==> config.mk <==
export PLATFORM = sky130hd
export DESIGN_NAME = act_adc_ctrl_b
export DESIGN_NICKNAME = d
export VERILOG_FILES = /design/src/include/act_pkg.sv /design/src/act_adc_ctrl_b.sv
export SDC_FILE = /design/constraint.sdc
export NUM_CORES = 1
export LEC_CHECK = 0
export BUFFER_PORTS_ARGS = -buffer_cell sky130_fd_sc_hd__buf_2
export CORE_UTILIZATION = 47
export DETAILED_ROUTE_END_ITERATION = 10
export PLACE_DENSITY_LB_ADDON = 0.12
export SLEW_MARGIN = 40
export SYNTH_ARGS = -nofsm -noshare
export SYNTH_HDL_FRONTEND = slang
export SYNTH_SLANG_ARGS = --single-unit
==> constraint.sdc <==
create_clock -name i_sys_clk -period 1.4 [get_ports i_sys_clk]
set_input_delay 0.28 -clock i_sys_clk [delete_from_list [all_inputs] [get_ports i_sys_clk]]
set_output_delay 0.28 -clock i_sys_clk [all_outputs]
set_load 0.02 [all_outputs]
==> src/include/act_pkg.sv <==
// What this block does
// RL1: Gain stage starts unipolar; bit 7 of control B selects bipolar mode.
// RL2: Unipolar result saturates to full scale when negative input is not below positive.
// RL3: Unipolar result is 10-bit unsigned; bipolar is 9 bits plus sign.
// RL4: Left adjust bit 4 aligns result left in data pair, else right.
// RL5: Left adjust change alters data pair presentation at once, even mid-conversion.
// RL6: Reserved bits 5 and 3 of control B read back as last written.
// RL7: Trigger source field only acts while auto trigger enable is set.
// RL8: Auto conversion starts on rising edge of selected flag, not its level.
// RL9: Switching from a clear source to a set source is a rising edge.
// RL10: Switching to free running never makes a trigger event by itself.
// RL11: Sources 0..4: free running, comparator, ext irq 0, t0 match A, t0 overflow.
// RL12: Sources 5..7: t1 match B, t1 overflow, t1 capture.
// RL13: Each disable bit turns off the digital input buffer of its pin.
// RL14: A disabled pin reads as zero in the port input register.
// RL15: Software should disable buffers of analog pins whose digital value is unused.
// RL16: Done flag sets at conversion end; cleared by vector ack or writing one.
// RL17: Auto trigger enable lets selected trigger edges start conversions.
// RL18: Edges found by comparing selected flag with its value one cycle before.
package act_pkg;

  localparam int          ACT_ADDR_W     = 4;
  localparam int          ACT_DATA_W     = 8;
  localparam int          ACT_RESULT_W   = 10;
  localparam int          ACT_PAD_W      = ACT_DATA_W - (ACT_RESULT_W - ACT_DATA_W);
  localparam int          ACT_SRC_W      = 3;
  localparam int          ACT_PIN_COUNT  = 8;
  localparam int          ACT_INT_W      = 2;

  // Register addresses
  localparam logic [3:0]  ACT_ADDR_CTRL_A   = 4'h0;
  localparam logic [3:0]  ACT_ADDR_PIN_OFF  = 4'h1;
  localparam logic [3:0]  ACT_ADDR_CTRL_B   = 4'h2;
  localparam logic [3:0]  ACT_ADDR_DATA_LO  = 4'h4;
  localparam logic [3:0]  ACT_ADDR_DATA_HI  = 4'h5;
  localparam logic [3:0]  ACT_ADDR_INT_STAT = 4'h8;
  localparam logic [3:0]  ACT_ADDR_INT_CLR  = 4'h9;
  localparam logic [3:0]  ACT_ADDR_INT_EN   = 4'ha;

  // Control A fields
  localparam int          ACT_A_ENABLE   = 7;
  localparam int          ACT_A_START    = 6;
  localparam int          ACT_A_AUTO     = 5;
  localparam int          ACT_A_DONE     = 4;

  // Control B fields
  localparam int          ACT_B_BIPOLAR  = 7;
  localparam int          ACT_B_CMP_MUX  = 6;
  localparam int          ACT_B_RSV_HI   = 5;
  localparam int          ACT_B_LEFT     = 4;
  localparam int          ACT_B_RSV_LO   = 3;

  // Interrupt status bits
  localparam int          ACT_INT_DONE   = 0;
  localparam int          ACT_INT_MISSED = 1;

  localparam logic [7:0]  ACT_RESET_BYTE = 8'h00;
  localparam logic [9:0]  ACT_FULL_SCALE = 10'h3ff;

  // Trigger source codes [RL11] [RL12]
  typedef enum logic [2:0] {
    ACT_SRC_FREE_RUN  = 3'h0,
    ACT_SRC_COMP      = 3'h1,
    ACT_SRC_EXT_IRQ0  = 3'h2,
    ACT_SRC_T0_CMP_A  = 3'h3,
    ACT_SRC_T0_OVF    = 3'h4,
    ACT_SRC_T1_CMP_B  = 3'h5,
    ACT_SRC_T1_OVF    = 3'h6,
    ACT_SRC_T1_CAPT   = 3'h7
  } act_src_t;

endpackage : act_pkg

==> src/act_adc_ctrl_b.sv <==
`timescale 1ns/1ps
`default_nettype none

module act_adc_ctrl_b
  import act_pkg::*;
#(
  parameter int PIN_COUNT = ACT_PIN_COUNT
) (
  // Clock and reset
  input  wire logic                        i_sys_clk,
  input  wire logic                        i_arst_n,
  // Register port
  input  wire logic [ACT_ADDR_W-1:0]       i_addr,
  input  wire logic [ACT_DATA_W-1:0]       i_wr_data,
  input  wire logic                        i_wr_stb,
  input  wire logic                        i_rd_stb,
  output logic      [ACT_DATA_W-1:0]       o_rd_data,
  // Trigger flags, indexed by source code; entry 0 unused
  input  wire logic [ACT_DATA_W-1:0]       i_trigger_flags,
  input  wire logic                        i_vector_ack,
  // Converter core
  output logic                             o_conv_start,
  output logic                             o_conv_abort,
  output logic                             o_conv_busy,
  input  wire logic                        i_conv_done,
  input  wire logic signed [ACT_RESULT_W:0] i_sample_diff,
  output logic                             o_bipolar_mode,
  output logic                             o_comparator_mux_enable,
  // Analog pins
  output logic      [PIN_COUNT-1:0]        o_pin_buffer_off,
  input  wire logic [PIN_COUNT-1:0]        i_pin_raw,
  output logic      [PIN_COUNT-1:0]        o_pin_read,
  // Interrupt
  output logic                             o_irq
);

  if (PIN_COUNT < 1 || PIN_COUNT > ACT_DATA_W) begin : g_bad_pins
    $error("PIN_COUNT must fit one register byte");
  end

  logic [ACT_DATA_W-1:0]   ctrl_b;
  logic [PIN_COUNT-1:0]    pin_off;
  logic                    conv_enable;
  logic                    auto_trig_en;
  logic                    busy;
  logic                    done_flag;
  logic [ACT_RESULT_W-1:0] result;
  logic                    prev_sel;
  logic [ACT_SRC_W-1:0]    prev_src;
  logic [ACT_INT_W-1:0]    int_status;
  logic [ACT_INT_W-1:0]    int_enable;

  logic                    wr_a;
  logic                    wr_b;
  logic                    wr_pins;
  logic                    wr_iclr;
  logic                    wr_ien;
  logic                    en_now;
  logic                    sw_start;
  logic                    sel_flag;
  logic                    trig_edge;
  logic                    trig_start;
  logic                    conv_start;
  logic                    done_set;
  logic                    done_clr;
  logic                    left_adj;
  logic [ACT_SRC_W-1:0]    src;
  logic [ACT_RESULT_W-1:0] next_result;
  logic [ACT_INT_W-1:0]    int_set;
  logic [ACT_DATA_W-1:0]   next_rd_data;

  assign wr_a     = i_wr_stb && (i_addr == ACT_ADDR_CTRL_A);
  assign wr_b     = i_wr_stb && (i_addr == ACT_ADDR_CTRL_B);
  assign wr_pins  = i_wr_stb && (i_addr == ACT_ADDR_PIN_OFF);
  assign wr_iclr  = i_wr_stb && (i_addr == ACT_ADDR_INT_CLR);
  assign wr_ien   = i_wr_stb && (i_addr == ACT_ADDR_INT_EN);
  assign src      = ctrl_b[ACT_SRC_W-1:0];
  assign left_adj = ctrl_b[ACT_B_LEFT];

  // Control B: every bit stored, reserved ones included
  always_ff @(posedge i_sys_clk or negedge i_arst_n) begin
    if (!i_arst_n) begin
      ctrl_b <= ACT_RESET_BYTE;
    end else if (wr_b) begin
      ctrl_b <= i_wr_data; // [RL1] [RL6]
    end
  end

  assign o_bipolar_mode          = ctrl_b[ACT_B_BIPOLAR]; // [RL1]
  assign o_comparator_mux_enable = ctrl_b[ACT_B_CMP_MUX];

  // Digital input disable
  always_ff @(posedge i_sys_clk or negedge i_arst_n) begin
    if (!i_arst_n) begin
      pin_off <= '0;
    end else if (wr_pins) begin
      pin_off <= i_wr_data[PIN_COUNT-1:0];
    end
  end

  assign o_pin_buffer_off = pin_off; // [RL13]

  always_ff @(posedge i_sys_clk or negedge i_arst_n) begin
    if (!i_arst_n) begin
      o_pin_read <= '0;
    end else begin
      o_pin_read <= i_pin_raw & ~pin_off; // [RL14]
    end
  end

  // Control A enables
  always_ff @(posedge i_sys_clk or negedge i_arst_n) begin
    if (!i_arst_n) begin
      conv_enable  <= 1'b0;
      auto_trig_en <= 1'b0;
    end else if (wr_a) begin
      conv_enable  <= i_wr_data[ACT_A_ENABLE];
      auto_trig_en <= i_wr_data[ACT_A_AUTO]; // [RL17]
    end
  end

  // Enable written together with start counts as enabled
  assign en_now   = wr_a ? i_wr_data[ACT_A_ENABLE] : conv_enable;
  assign sw_start = wr_a && i_wr_data[ACT_A_START] && i_wr_data[ACT_A_ENABLE];

  // Free running watches the done flag itself
  assign sel_flag = (src == ACT_SRC_FREE_RUN) ? done_flag : i_trigger_flags[src]; // [RL11] [RL12]

  always_ff @(posedge i_sys_clk or negedge i_arst_n) begin
    if (!i_arst_n) begin
      prev_sel <= 1'b0;
      prev_src <= ACT_SRC_FREE_RUN;
    end else begin
      prev_sel <= sel_flag; // [RL18]
      prev_src <= src;
    end
  end

  // Source switch counts as an edge, except into free running
  assign trig_edge  = sel_flag && !prev_sel // [RL8] [RL9] [RL18]
                      && !((src == ACT_SRC_FREE_RUN) && (prev_src != ACT_SRC_FREE_RUN)); // [RL10]
  assign trig_start = en_now && auto_trig_en && trig_edge; // [RL7] [RL17]
  assign conv_start = (sw_start || trig_start) && !busy;

  // Clearing enable kills a running conversion
  always_ff @(posedge i_sys_clk or negedge i_arst_n) begin
    if (!i_arst_n) begin
      busy <= 1'b0;
    end else if (!en_now) begin
      busy <= 1'b0;
    end else if (conv_start) begin
      busy <= 1'b1;
    end else if (i_conv_done) begin
      busy <= 1'b0;
    end
  end

  assign o_conv_busy = busy;

  always_ff @(posedge i_sys_clk or negedge i_arst_n) begin
    if (!i_arst_n) begin
      o_conv_start <= 1'b0;
      o_conv_abort <= 1'b0;
    end else begin
      o_conv_start <= conv_start;
      o_conv_abort <= busy && !en_now;
    end
  end

  // Result formatting
  always_comb begin
    if (o_bipolar_mode) begin
      next_result = i_sample_diff[ACT_RESULT_W:1]; // [RL3]
    end else if (i_sample_diff <= 0) begin
      next_result = ACT_FULL_SCALE; // [RL2]
    end else begin
      next_result = i_sample_diff[ACT_RESULT_W-1:0]; // [RL3]
    end
  end

  assign done_set = busy && en_now && i_conv_done;

  always_ff @(posedge i_sys_clk or negedge i_arst_n) begin
    if (!i_arst_n) begin
      result <= '0;
    end else if (done_set) begin
      result <= next_result;
    end
  end

  // Done flag: a completion beats a clear in the same cycle
  assign done_clr = (wr_a && i_wr_data[ACT_A_DONE]) || i_vector_ack;

  always_ff @(posedge i_sys_clk or negedge i_arst_n) begin
    if (!i_arst_n) begin
      done_flag <= 1'b0;
    end else if (done_set) begin
      done_flag <= 1'b1; // [RL16]
    end else if (done_clr) begin
      done_flag <= 1'b0; // [RL16]
    end
  end

  // Interrupt status: done, and triggers lost while busy
  assign int_set[ACT_INT_DONE]   = done_set;
  assign int_set[ACT_INT_MISSED] = trig_start && busy;

  always_ff @(posedge i_sys_clk or negedge i_arst_n) begin
    if (!i_arst_n) begin
      int_status <= '0;
    end else begin
      int_status <= int_set | (int_status & ~(wr_iclr ? i_wr_data[ACT_INT_W-1:0] : '0));
    end
  end

  always_ff @(posedge i_sys_clk or negedge i_arst_n) begin
    if (!i_arst_n) begin
      int_enable <= '0;
    end else if (wr_ien) begin
      int_enable <= i_wr_data[ACT_INT_W-1:0];
    end
  end

  assign o_irq = |(int_status & int_enable);

  // Read mux; data pair alignment follows the live left adjust bit
  always_comb begin
    next_rd_data = '0;
    case (i_addr)
      ACT_ADDR_CTRL_A: begin
        next_rd_data[ACT_A_ENABLE] = conv_enable;
        next_rd_data[ACT_A_START]  = busy;
        next_rd_data[ACT_A_AUTO]   = auto_trig_en;
        next_rd_data[ACT_A_DONE]   = done_flag;
      end
      ACT_ADDR_PIN_OFF: begin
        next_rd_data[PIN_COUNT-1:0] = pin_off;
      end
      ACT_ADDR_CTRL_B: begin
        next_rd_data = ctrl_b; // [RL6]
      end
      ACT_ADDR_DATA_LO: begin
        next_rd_data = left_adj ? {result[ACT_RESULT_W-ACT_DATA_W-1:0], {ACT_PAD_W{1'b0}}} // [RL4] [RL5]
                                : result[ACT_DATA_W-1:0];
      end
      ACT_ADDR_DATA_HI: begin
        next_rd_data = left_adj ? result[ACT_RESULT_W-1:ACT_RESULT_W-ACT_DATA_W] // [RL4] [RL5]
                                : {{ACT_PAD_W{1'b0}}, result[ACT_RESULT_W-1:ACT_DATA_W]};
      end
      ACT_ADDR_INT_STAT: begin
        next_rd_data[ACT_INT_W-1:0] = int_status;
      end
      ACT_ADDR_INT_EN: begin
        next_rd_data[ACT_INT_W-1:0] = int_enable;
      end
      default: begin
        next_rd_data = '0;
      end
    endcase
  end

  // Read data valid only in the cycle after the strobe
  always_ff @(posedge i_sys_clk or negedge i_arst_n) begin
    if (!i_arst_n) begin
      o_rd_data <= '0;
    end else if (i_rd_stb) begin
      o_rd_data <= next_rd_data;
    end else begin
      o_rd_data <= '0;
    end
  end

  // Checks

  bipolar_select_a: assert property ( // [RL1]
    @(posedge i_sys_clk) disable iff (!i_arst_n)
    wr_b |=> o_bipolar_mode == $past(i_wr_data[ACT_B_BIPOLAR]))
    else $error("bipolar mode does not follow control write");

  unipolar_clamp_a: assert property ( // [RL2]
    @(posedge i_sys_clk) disable iff (!i_arst_n)
    done_set && !o_bipolar_mode && (i_sample_diff <= 0) |=> result == ACT_FULL_SCALE)
    else $error("unipolar result not clamped to full scale");

  bipolar_result_a: assert property ( // [RL3]
    @(posedge i_sys_clk) disable iff (!i_arst_n)
    done_set && o_bipolar_mode |=> result == $past(i_sample_diff[ACT_RESULT_W:1]))
    else $error("bipolar result not two's complement of difference");

  left_adjust_a: assert property ( // [RL4] [RL5]
    @(posedge i_sys_clk) disable iff (!i_arst_n)
    i_rd_stb && (i_addr == ACT_ADDR_DATA_HI) && left_adj && !done_set
      |=> o_rd_data == result[ACT_RESULT_W-1:ACT_RESULT_W-ACT_DATA_W])
    else $error("left adjusted high byte wrong");

  reserved_back_a: assert property ( // [RL6]
    @(posedge i_sys_clk) disable iff (!i_arst_n)
    wr_b ##1 (i_rd_stb && (i_addr == ACT_ADDR_CTRL_B) && !wr_b)
      |=> (o_rd_data[ACT_B_RSV_HI] == $past(i_wr_data[ACT_B_RSV_HI], 2))
          && (o_rd_data[ACT_B_RSV_LO] == $past(i_wr_data[ACT_B_RSV_LO], 2)))
    else $error("reserved bits not read back");

  no_auto_start_a: assert property ( // [RL7]
    @(posedge i_sys_clk) disable iff (!i_arst_n)
    !auto_trig_en && !sw_start |=> !o_conv_start)
    else $error("start with auto trigger disabled");

  edge_start_a: assert property ( // [RL8] [RL9] [RL18]
    @(posedge i_sys_clk) disable iff (!i_arst_n)
    conv_enable && auto_trig_en && !wr_a && !busy && sel_flag && !prev_sel
      && (src != ACT_SRC_FREE_RUN) |=> o_conv_start)
    else $error("rising trigger flag did not start conversion");

  level_no_start_a: assert property ( // [RL8]
    @(posedge i_sys_clk) disable iff (!i_arst_n)
    sel_flag && prev_sel && !sw_start |=> !o_conv_start)
    else $error("conversion started on flag level");

  free_switch_a: assert property ( // [RL10]
    @(posedge i_sys_clk) disable iff (!i_arst_n)
    (src == ACT_SRC_FREE_RUN) && (prev_src != ACT_SRC_FREE_RUN) && !sw_start |=> !o_conv_start)
    else $error("switch to free running caused a trigger");

  pin_masked_a: assert property ( // [RL14]
    @(posedge i_sys_clk) disable iff (!i_arst_n)
    1'b1 |=> (o_pin_read & $past(pin_off)) == '0)
    else $error("disabled pin reads nonzero");

  done_flag_a: assert property ( // [RL16]
    @(posedge i_sys_clk) disable iff (!i_arst_n)
    (done_set |=> done_flag) and (done_clr && !done_set |=> !done_flag))
    else $error("done flag set or clear wrong");

  no_start_off_a: assert property ( // [RL17]
    @(posedge i_sys_clk) disable iff (!i_arst_n)
    !en_now |=> !o_conv_start)
    else $error("start while converter disabled");

  unipolar_result_a: assert property ( // [RL3]
    @(posedge i_sys_clk) disable iff (!i_arst_n)
    done_set && !o_bipolar_mode && (i_sample_diff > 0) |=> result == $past(i_sample_diff[ACT_RESULT_W-1:0]))
    else $error("unipolar result not the plain difference");

  right_adjust_a: assert property ( // [RL4] [RL5]
    @(posedge i_sys_clk) disable iff (!i_arst_n)
    i_rd_stb && (i_addr == ACT_ADDR_DATA_LO) && !left_adj && !done_set
      |=> o_rd_data == result[ACT_DATA_W-1:0])
    else $error("right adjusted low byte wrong");

  left_low_a: assert property ( // [RL4] [RL5]
    @(posedge i_sys_clk) disable iff (!i_arst_n)
    i_rd_stb && (i_addr == ACT_ADDR_DATA_LO) && left_adj && !done_set
      |=> o_rd_data == {result[ACT_RESULT_W-ACT_DATA_W-1:0], {ACT_PAD_W{1'b0}}})
    else $error("left adjusted low byte wrong");

  result_hold_a: assert property ( // [RL16]
    @(posedge i_sys_clk) disable iff (!i_arst_n)
    !done_set |=> $stable(result))
    else $error("result changed without a completion");

  done_idle_a: assert property ( // [RL16]
    @(posedge i_sys_clk) disable iff (!i_arst_n)
    !busy && !done_flag |=> !done_flag)
    else $error("done flag set without a conversion");

  pin_buffer_a: assert property ( // [RL13]
    @(posedge i_sys_clk) disable iff (!i_arst_n)
    wr_pins |=> o_pin_buffer_off == $past(i_wr_data[PIN_COUNT-1:0]))
    else $error("pin buffer disable does not follow write");

  free_retrigger_a: assert property ( // [RL11]
    @(posedge i_sys_clk) disable iff (!i_arst_n)
    conv_enable && auto_trig_en && !wr_a && !busy && done_flag && !prev_sel
      && (src == ACT_SRC_FREE_RUN) && (prev_src == ACT_SRC_FREE_RUN) |=> o_conv_start)
    else $error("free running did not restart on done flag");

endmodule : act_adc_ctrl_b

`default_nettype wire

==> results.ini, run 1 <==
[status]
outcome=complete, no violations

[worst_setup_path]
crit_required_ps=1120
cpPeakStageDelay_ps=410
cp_slowest_cell=dfrtp_1
crit_start=int_status[1]$_DFF_PN0_
r2r_start=prev_src[1]$_DFF_PN0_
worst-path-buf-inv=1
rr_worst_depth=4
path_cells=a22o_1 -> buf_4
endpoint=o_irq
critPathMaxFanout=2
crit_path_end_kind=primary output
critPathKind=register to primary output
r2r_end=o_conv_busy$_DFFE_PN0P_
path_delay_family=flip-flops
cp_num_cells=2
ff2ff_setup_slack_ps=50
critPathLaunchType=register
worstPathArrival_ps=1070

[timing]
post-route-min-period_ps=1350
rsz0062_at_grt=yes
tightest_slew_ps=433
finalSetupViolCount=0
slew_violations=0
finalCritPeriodShare_pct=96.6
tns_ps=0
hold_viol=0
slew_headroom_pct=70.8
max_freq_ghz=0.740
skew_ps=5.69

[synth]
syn_inst=239
synth.avg_cell_area_sq_um=11.4
ys_ff_latch=56
syn_nets=284
ys_seq_area_share_pct=51.4
synth_cell_types=48
syn_area_sq_um=2730
ys_warn_count=0

[placement]
gp_congestion=0.832
hpwl_um=4820
portBuffers=73
placed_cell_area_sq_um=3480

[route]
via_per_inst=5.34
drtIter0Drc=191
wl_per_cell_um=14.5
vias=2291
wl_met3_um=304
wl_met1_um=2960
drtPass1Iterations=4
wl_um=6240
top_layer=met4
dr_wl_met2_um=2890
ant_nets=0
drc_errors=0

[global_route]
overflow=0
grt_pass1_wl_um=10400
grt_max_degree=57
globalRouteTotalUtil_pct=22.3
grt_pass1_vias=2145
grt_antenna_before_repair=0

[worst_hold_path]
hp-class=input pin to register
min_from=i_pin_raw[2]

[layout]
final_nets=402
antennaDiodeCount=0
fin_area_sq_um=3630
final_core_util_pct=65.5
drive_gt1_share_pct=45.9
syn2layout_area_growth_pct=33.1

[clocking]
clockBufferDepth=2
cts_buffers=5
clk_latency_ps=310
clkTransAtPathRegs_ps=90
tritoncts=done
cts_root_buffer=clkbuf_8
cts_sinks=56
htreeDepth=2

[floorplan]
core_area_sq_um=5540
die_y_um=78.2
pin_count=75
initial_utilization_pct=49.2
die_area_sq_um=6110
std_cell_rows=27
die_w_um=78.2

[power]
p_per_area_nw_per_um2=1200
ir_worst_vdd_uv=628
p_leak_nw=1.88
power_mw=4.34

[job]
maxCapViolations=0

-- cell usage in the layout, fill, tap and decap left out, types with 5 or more instances in the layout --
cell type	count
a21oi_1	9
buf_2	72
nor2_1	9
clkbuf_8	7
dfrtp_1	52
o21ai_0	5
mux2i_1	20
o22ai_1	9
nand2_1	10
nor2b_1	13
mux2_2	19
buf_4	46
nand3_1	6
inv_1	12
-- flip-flops by register name (all words and copies together) (netlist names) --
| signal | cells |
|---|---|
| prev_src | 3 |
| o_pin_buffer_off | 8 |
| done_flag | 1 |
| o_rd_data | 8 |
| o_conv_busy | 1 |
| o_conv_start | 1 |
| ctrl_b | 8 |
| prev_sel | 1 |
| o_pin_read | 8 |
| o_conv_abort | 1 |
| int_enable | 2 |
| conv_enable | 1 |
| auto_trig_en | 1 |
| int_status | 2 |
| result | 10 |
-- worst reg2reg max path: stages (launching register included) --
cell	delay [ps]
dfrtp_1	360
or3_1	390
a211oi_1	220
nand4_1	130
a31oi_1	170
-- area by class of cell --
cell class	instances	area, sq um
flip-flops and latches	56	1410
inverters	14	52.6
repair buffers	121	756
well taps	72	90.1
fillers	475	1910
multi-input cells	159	1230
clock buffers	7	96.3
-- how the worst min path moves through the flow --
stage	to	cells after the start
2_1_floorplan	auto_trig_en$_DFFE_PN0N_	0
3_3_place_gp	o_pin_read[1]$_DFF_PN0_	2
3_5_place_dp	o_pin_buffer_off[0]$_DFFE_PN0P_	2
4_1_cts	o_pin_read[2]$_DFF_PN0_	2
5_1_grt	o_pin_read[2]$_DFF_PN0_	2
6_report	o_pin_read[2]$_DFF_PN0_	2
-- kinds of logic (layout without fill, tap and decap cells) --
family	after synthesis	after routing	synth area share, %
buffers and inverters	24	142	4.08
flip-flops	56	56	51.4
AO/OA/AOI/OAI	52	52	13.5
multiplexers	41	41	16.1
AND/OR/NAND/NOR	66	66	14.9
-- synth_stat cells (all sizes together) --
master | instances | area [sq um]
a21boi | 1 | 7.51
nor2b | 13 | 81.3
nor2 | 12 | 62.6
nand4 | 2 | 12.5
nor4 | 4 | 25.0
nor3 | 2 | 10.0
a211o | 1 | 8.76
a311o | 1 | 10.0
dfrtp | 56 | 1400
nand3b | 3 | 22.5
a41o | 2 | 20.0
o21bai | 1 | 7.51
and3 | 3 | 18.8
buf | 10 | 58.8
a32o | 2 | 20.0
and2 | 1 | 6.26
a32oi | 1 | 8.76
o22ai | 9 | 56.3
nor4b | 1 | 23.8
nand2 | 10 | 37.5
mux2i | 20 | 200
clkinv | 1 | 3.75
inv | 13 | 48.8
a22oi | 4 | 30.0
a2111o | 1 | 11.3
a31oi | 2 | 12.5
nand3 | 9 | 67.6
a211oi | 2 | 15.0
o21ai | 5 | 25.0
a2111oi | 1 | 8.76
a22o | 4 | 35.0
o2bb2ai | 1 | 8.76
or3 | 4 | 25.0
mux2 | 21 | 240
o21a | 2 | 15.0
a21bo | 1 | 10.0
nand2b | 2 | 12.5
a21oi | 10 | 50.1
a221oi | 1 | 8.76
-- report_power, final --
part	leakage, nW	internal [mW]	switching [mW]
sequential	0.677	1.91	0.244
clock	0.0503	0.441	0.480
combinational	1.15	0.630	0.636
total	1.88	2.98	1.36
-- metal layers --
layer  vias up  track usage [%]
li1       1106                -
met1      1102             31.4
met2        73             34.6
met3        10             4.77
met4         0             6.67
met5         -                0
-- per-stage QoR --
step / instances / hold WS [ps] / worst slack, ps
3_5_place_dp: 418 / 300 / -169
3_3_place_gp: 418 / 298 / -127
6_report: 429 / 187 / 47.9
4_1_cts: 427 / 184 / 14.3
5_1_grt: 429 / 184 / -6.10
2_1_floorplan: 239 / -15.6 / 29.0
-- what timing repair did --
action	4_1_cts	5_1_grt
hold buffers	1	0
endpoints found under the setup margin	3	11
gates resized for setup	1	8
pin swaps	0	3
setup buffers	1	2
hold endpoints to repair	56	0
Note: power is estimated with default switching activity, not from simulation.
==> run 2, diff against run 1 <==
--- a/config.mk
+++ b/config.mk
@@ -5,7 +5,9 @@
 export SDC_FILE = /design/constraint.sdc
 export NUM_CORES = 1
 export LEC_CHECK = 0
+export ABC_AREA = 1
 export BUFFER_PORTS_ARGS = -buffer_cell sky130_fd_sc_hd__buf_2
+export CORE_MARGIN = 3
 export CORE_UTILIZATION = 47
 export DETAILED_ROUTE_END_ITERATION = 10
 export PLACE_DENSITY_LB_ADDON = 0.12
==> results.ini, run 2 <==
[floorplan]
die_w_um=82.8  ; was 78.2 um
initial_utilization_pct=49.4  ; was 49.2%
pin_count=75  ; unchanged
std_cell_rows=27  ; unchanged
core_area_sq_um=5610  ; was 5540 sq um
die_area_sq_um=6850  ; was 6110 sq um
die_y_um=82.8  ; was 78.2 um

[synth]
syn_area_sq_um=2770  ; was 2730 sq um
ys_ff_latch=56  ; unchanged
syn_inst=355  ; was 239
synth_cell_types=26  ; was 48
yosys-top-cells-area=dfrtp_1 51%, nand2_1 15%, inv_1 6.2%  ; was dfrtp_1 51%, mux2_2 7.8%, mux2i_1 7.3%
netlist_top_cells_count=108 x nand2_1, 56 x dfrtp_1, 46 x inv_1  ; was 56 x dfrtp_1, 20 x mux2i_1, 19 x mux2_2
syn_nets=400  ; was 284
yosys_most_used_dff=dfrtp_1  ; unchanged
yosysMostFrequentCell=nand2_1  ; was dfrtp_1
synth.avg_cell_area_sq_um=7.80  ; was 11.4 sq um
netlist.area_leader.share_pct=50.6  ; was 51.4%
ys_warn_count=0  ; unchanged
yosysTopAreaCell=dfrtp_1  ; unchanged
async_flop_share_pct=100  ; unchanged
synth_edf_count=0  ; unchanged
ys_seq_area_share_pct=50.6  ; was 51.4%

[timing]
max_freq_ghz=0.741  ; was 0.740 GHz
skew_ps=5.95  ; was 5.69 ps
slew_headroom_pct=72.8  ; was 70.8%
rsz0062_at_grt=no  ; was yes
slew_violations=0  ; unchanged
tns_ps=0  ; unchanged
finalSetupViolCount=0  ; unchanged
hold_viol=0  ; unchanged
whs_ps=149  ; was 187 ps
post-route-min-period_ps=1350  ; about the same
finalCritPeriodShare_pct=96.4  ; was 96.6%
tightest_slew_ps=408  ; was 433 ps

[worst_setup_path]
rr_worst_depth=9  ; was 4
critPathLaunchType=register  ; unchanged
cp_slowest_cell=dfrtp_1  ; unchanged
r2r_end=o_conv_busy$_DFFE_PN0P_  ; unchanged
ff2ff_setup_slack_ps=140  ; was 50 ps
critPathMaxFanout=22  ; was 2
worstPathArrival_ps=1070  ; about the same
cpPeakStageDelay_ps=330  ; was 410 ps
crit_path_end_kind=primary output  ; unchanged
crit_required_ps=1120  ; about the same
path_cells=buf_4 -> buf_2  ; was a22o_1 -> buf_4
critPathKind=register to primary output  ; unchanged
r2r_start=ctrl_b[0]$_DFFE_PN0P_  ; was prev_src[1]$_DFF_PN0_

[clocking]
clockBufferDepth=2  ; unchanged
clkTransAtPathRegs_ps=100  ; was 90 ps
postCtsSetupBuffers=0  ; was 1
cts_buffers=5  ; unchanged
htreeDepth=2  ; unchanged
clk_latency_ps=310  ; about the same
cts_sinks=56  ; unchanged
cts_root_buffer=clkbuf_8  ; unchanged
tritoncts=done  ; unchanged

[global_route]
overflow=0  ; unchanged
grt_pass1_vias=2353  ; was 2145
globalRouteTotalUtil_pct=20.7  ; was 22.3%
grt_antenna_before_repair=0  ; unchanged
grt_max_degree=57  ; unchanged
grt_pass1_wl_um=10600  ; was 10400 um

[layout]
layout_common_cells=108 x nand2_1, 72 x buf_2, 55 x dfrtp_1  ; was 72 x buf_2, 52 x dfrtp_1, 46 x buf_4
syn2layout_area_growth_pct=24.3  ; was 33.1%
final_common_cell=nand2_1  ; was buf_2
top_register=result  ; unchanged
antennaDiodeCount=0  ; unchanged
largest_reg_flops=10  ; unchanged
final_core_util_pct=61.4  ; was 65.5%
fill_cells=538  ; was 475
drive_gt1_share_pct=29.0  ; was 45.9%
final_nets=493  ; was 402

[placement]
portBuffers=73  ; unchanged
gp_congestion=0.889  ; was 0.832
hpwl_um=5000  ; was 4820 um

[power]
power_mw=4.36  ; was 4.34 mW
p_per_area_nw_per_um2=1270  ; was 1200 nW/um^2
p_leak_nw=1.86  ; was 1.88 nW
ir_worst_vdd_uv=765  ; was 628 uV

[worst_hold_path]
min_from=i_vector_ack  ; was i_pin_raw[2]
hp-class=input pin to register  ; unchanged
min_path_cells=2  ; unchanged
min_to=done_flag$_DFFE_PN0P_  ; was o_pin_read[2]$_DFF_PN0_

[status]
outcome=complete, no violations  ; unchanged

[route]
vias=2567  ; was 2291
wl_per_cell_um=12.7  ; was 14.5 um
drtPass1Iterations=5  ; was 4
via_per_inst=4.94  ; was 5.34
wl_um=6620  ; was 6240 um
ant_nets=0  ; unchanged
drc_errors=0  ; unchanged
drtIter0Drc=135  ; was 191

[job]
maxCapViolations=0  ; unchanged

## run 2: per-layer routing
metal	track usage (%)	vias up	routed length, um
li1	-	1293	-
met1	27.1	1197	3030
met2	33.9	66	3090
met3	3.89	11	371
met4	7.84	0	125
met5	0	-	0
## run 2: repair_timing
item	CTS	global route
resized for setup	0	4
endpoints found under the setup margin	0	4
endpoints found under the hold margin	56	0
hold buffers	1	0
## run 2: cell type report
type                       count  area (sq um)  area share [%]
clock buffer                   5          68.8            2.00
inverter                      54           205            5.96
timing repair buffer          94           541            15.7
tap                           72          90.1            2.62
multi-input combinational    237          1120            32.7
clock inverter                 2          12.5           0.363
sequential                    56          1400            40.7
## run 2: per-stage QoR
stage | area [sq um] | cells | setup slack, ps
after floorplan | 2770 | 355 | 103
after global placement | 3340 | 512 | -22.4
after detailed placement | 3340 | 512 | -54.6
after CTS | 3430 | 520 | 32.6
after global routing | 3440 | 520 | 0.385
final | 3440 | 520 | 50.7
## run 2: logic make-up after synthesis
logic type             synth area share, %
buffers and inverters                 9.12
flip-flops                            50.6
AO/OA/AOI/OAI                         8.72
AND/OR/NAND/NOR                       31.6
## run 2: power breakdown
group          internal (mW)  switching (mW)  total, mW
clock network          0.340           0.514      0.854
logic                  0.477           0.760       1.24
registers               1.99           0.287       2.27
## run 2: worst max path at each step
stage	start	end	slack [ps]
after floorplan	o_conv_busy$_DFFE_PN0P_	result[8]$_DFFE_PN0P_	100
final	ctrl_b[7]$_DFFE_PN0P_	o_bipolar_mode	50
after CTS	int_status[0]$_DFF_PN0_	o_irq	30
after global placement	i_addr[0]	result[8]$_DFFE_PN0P_	-20
after detailed placement	i_addr[0]	result[8]$_DFFE_PN0P_	-50
after global routing	ctrl_b[7]$_DFFE_PN0P_	o_bipolar_mode	0.4
## run 2: worst max-delay path, delay by kind of cell, from the launching register on
kind | cells | cell delay (ps)
buf+inv | 2 | 430
flops | 1 | 330
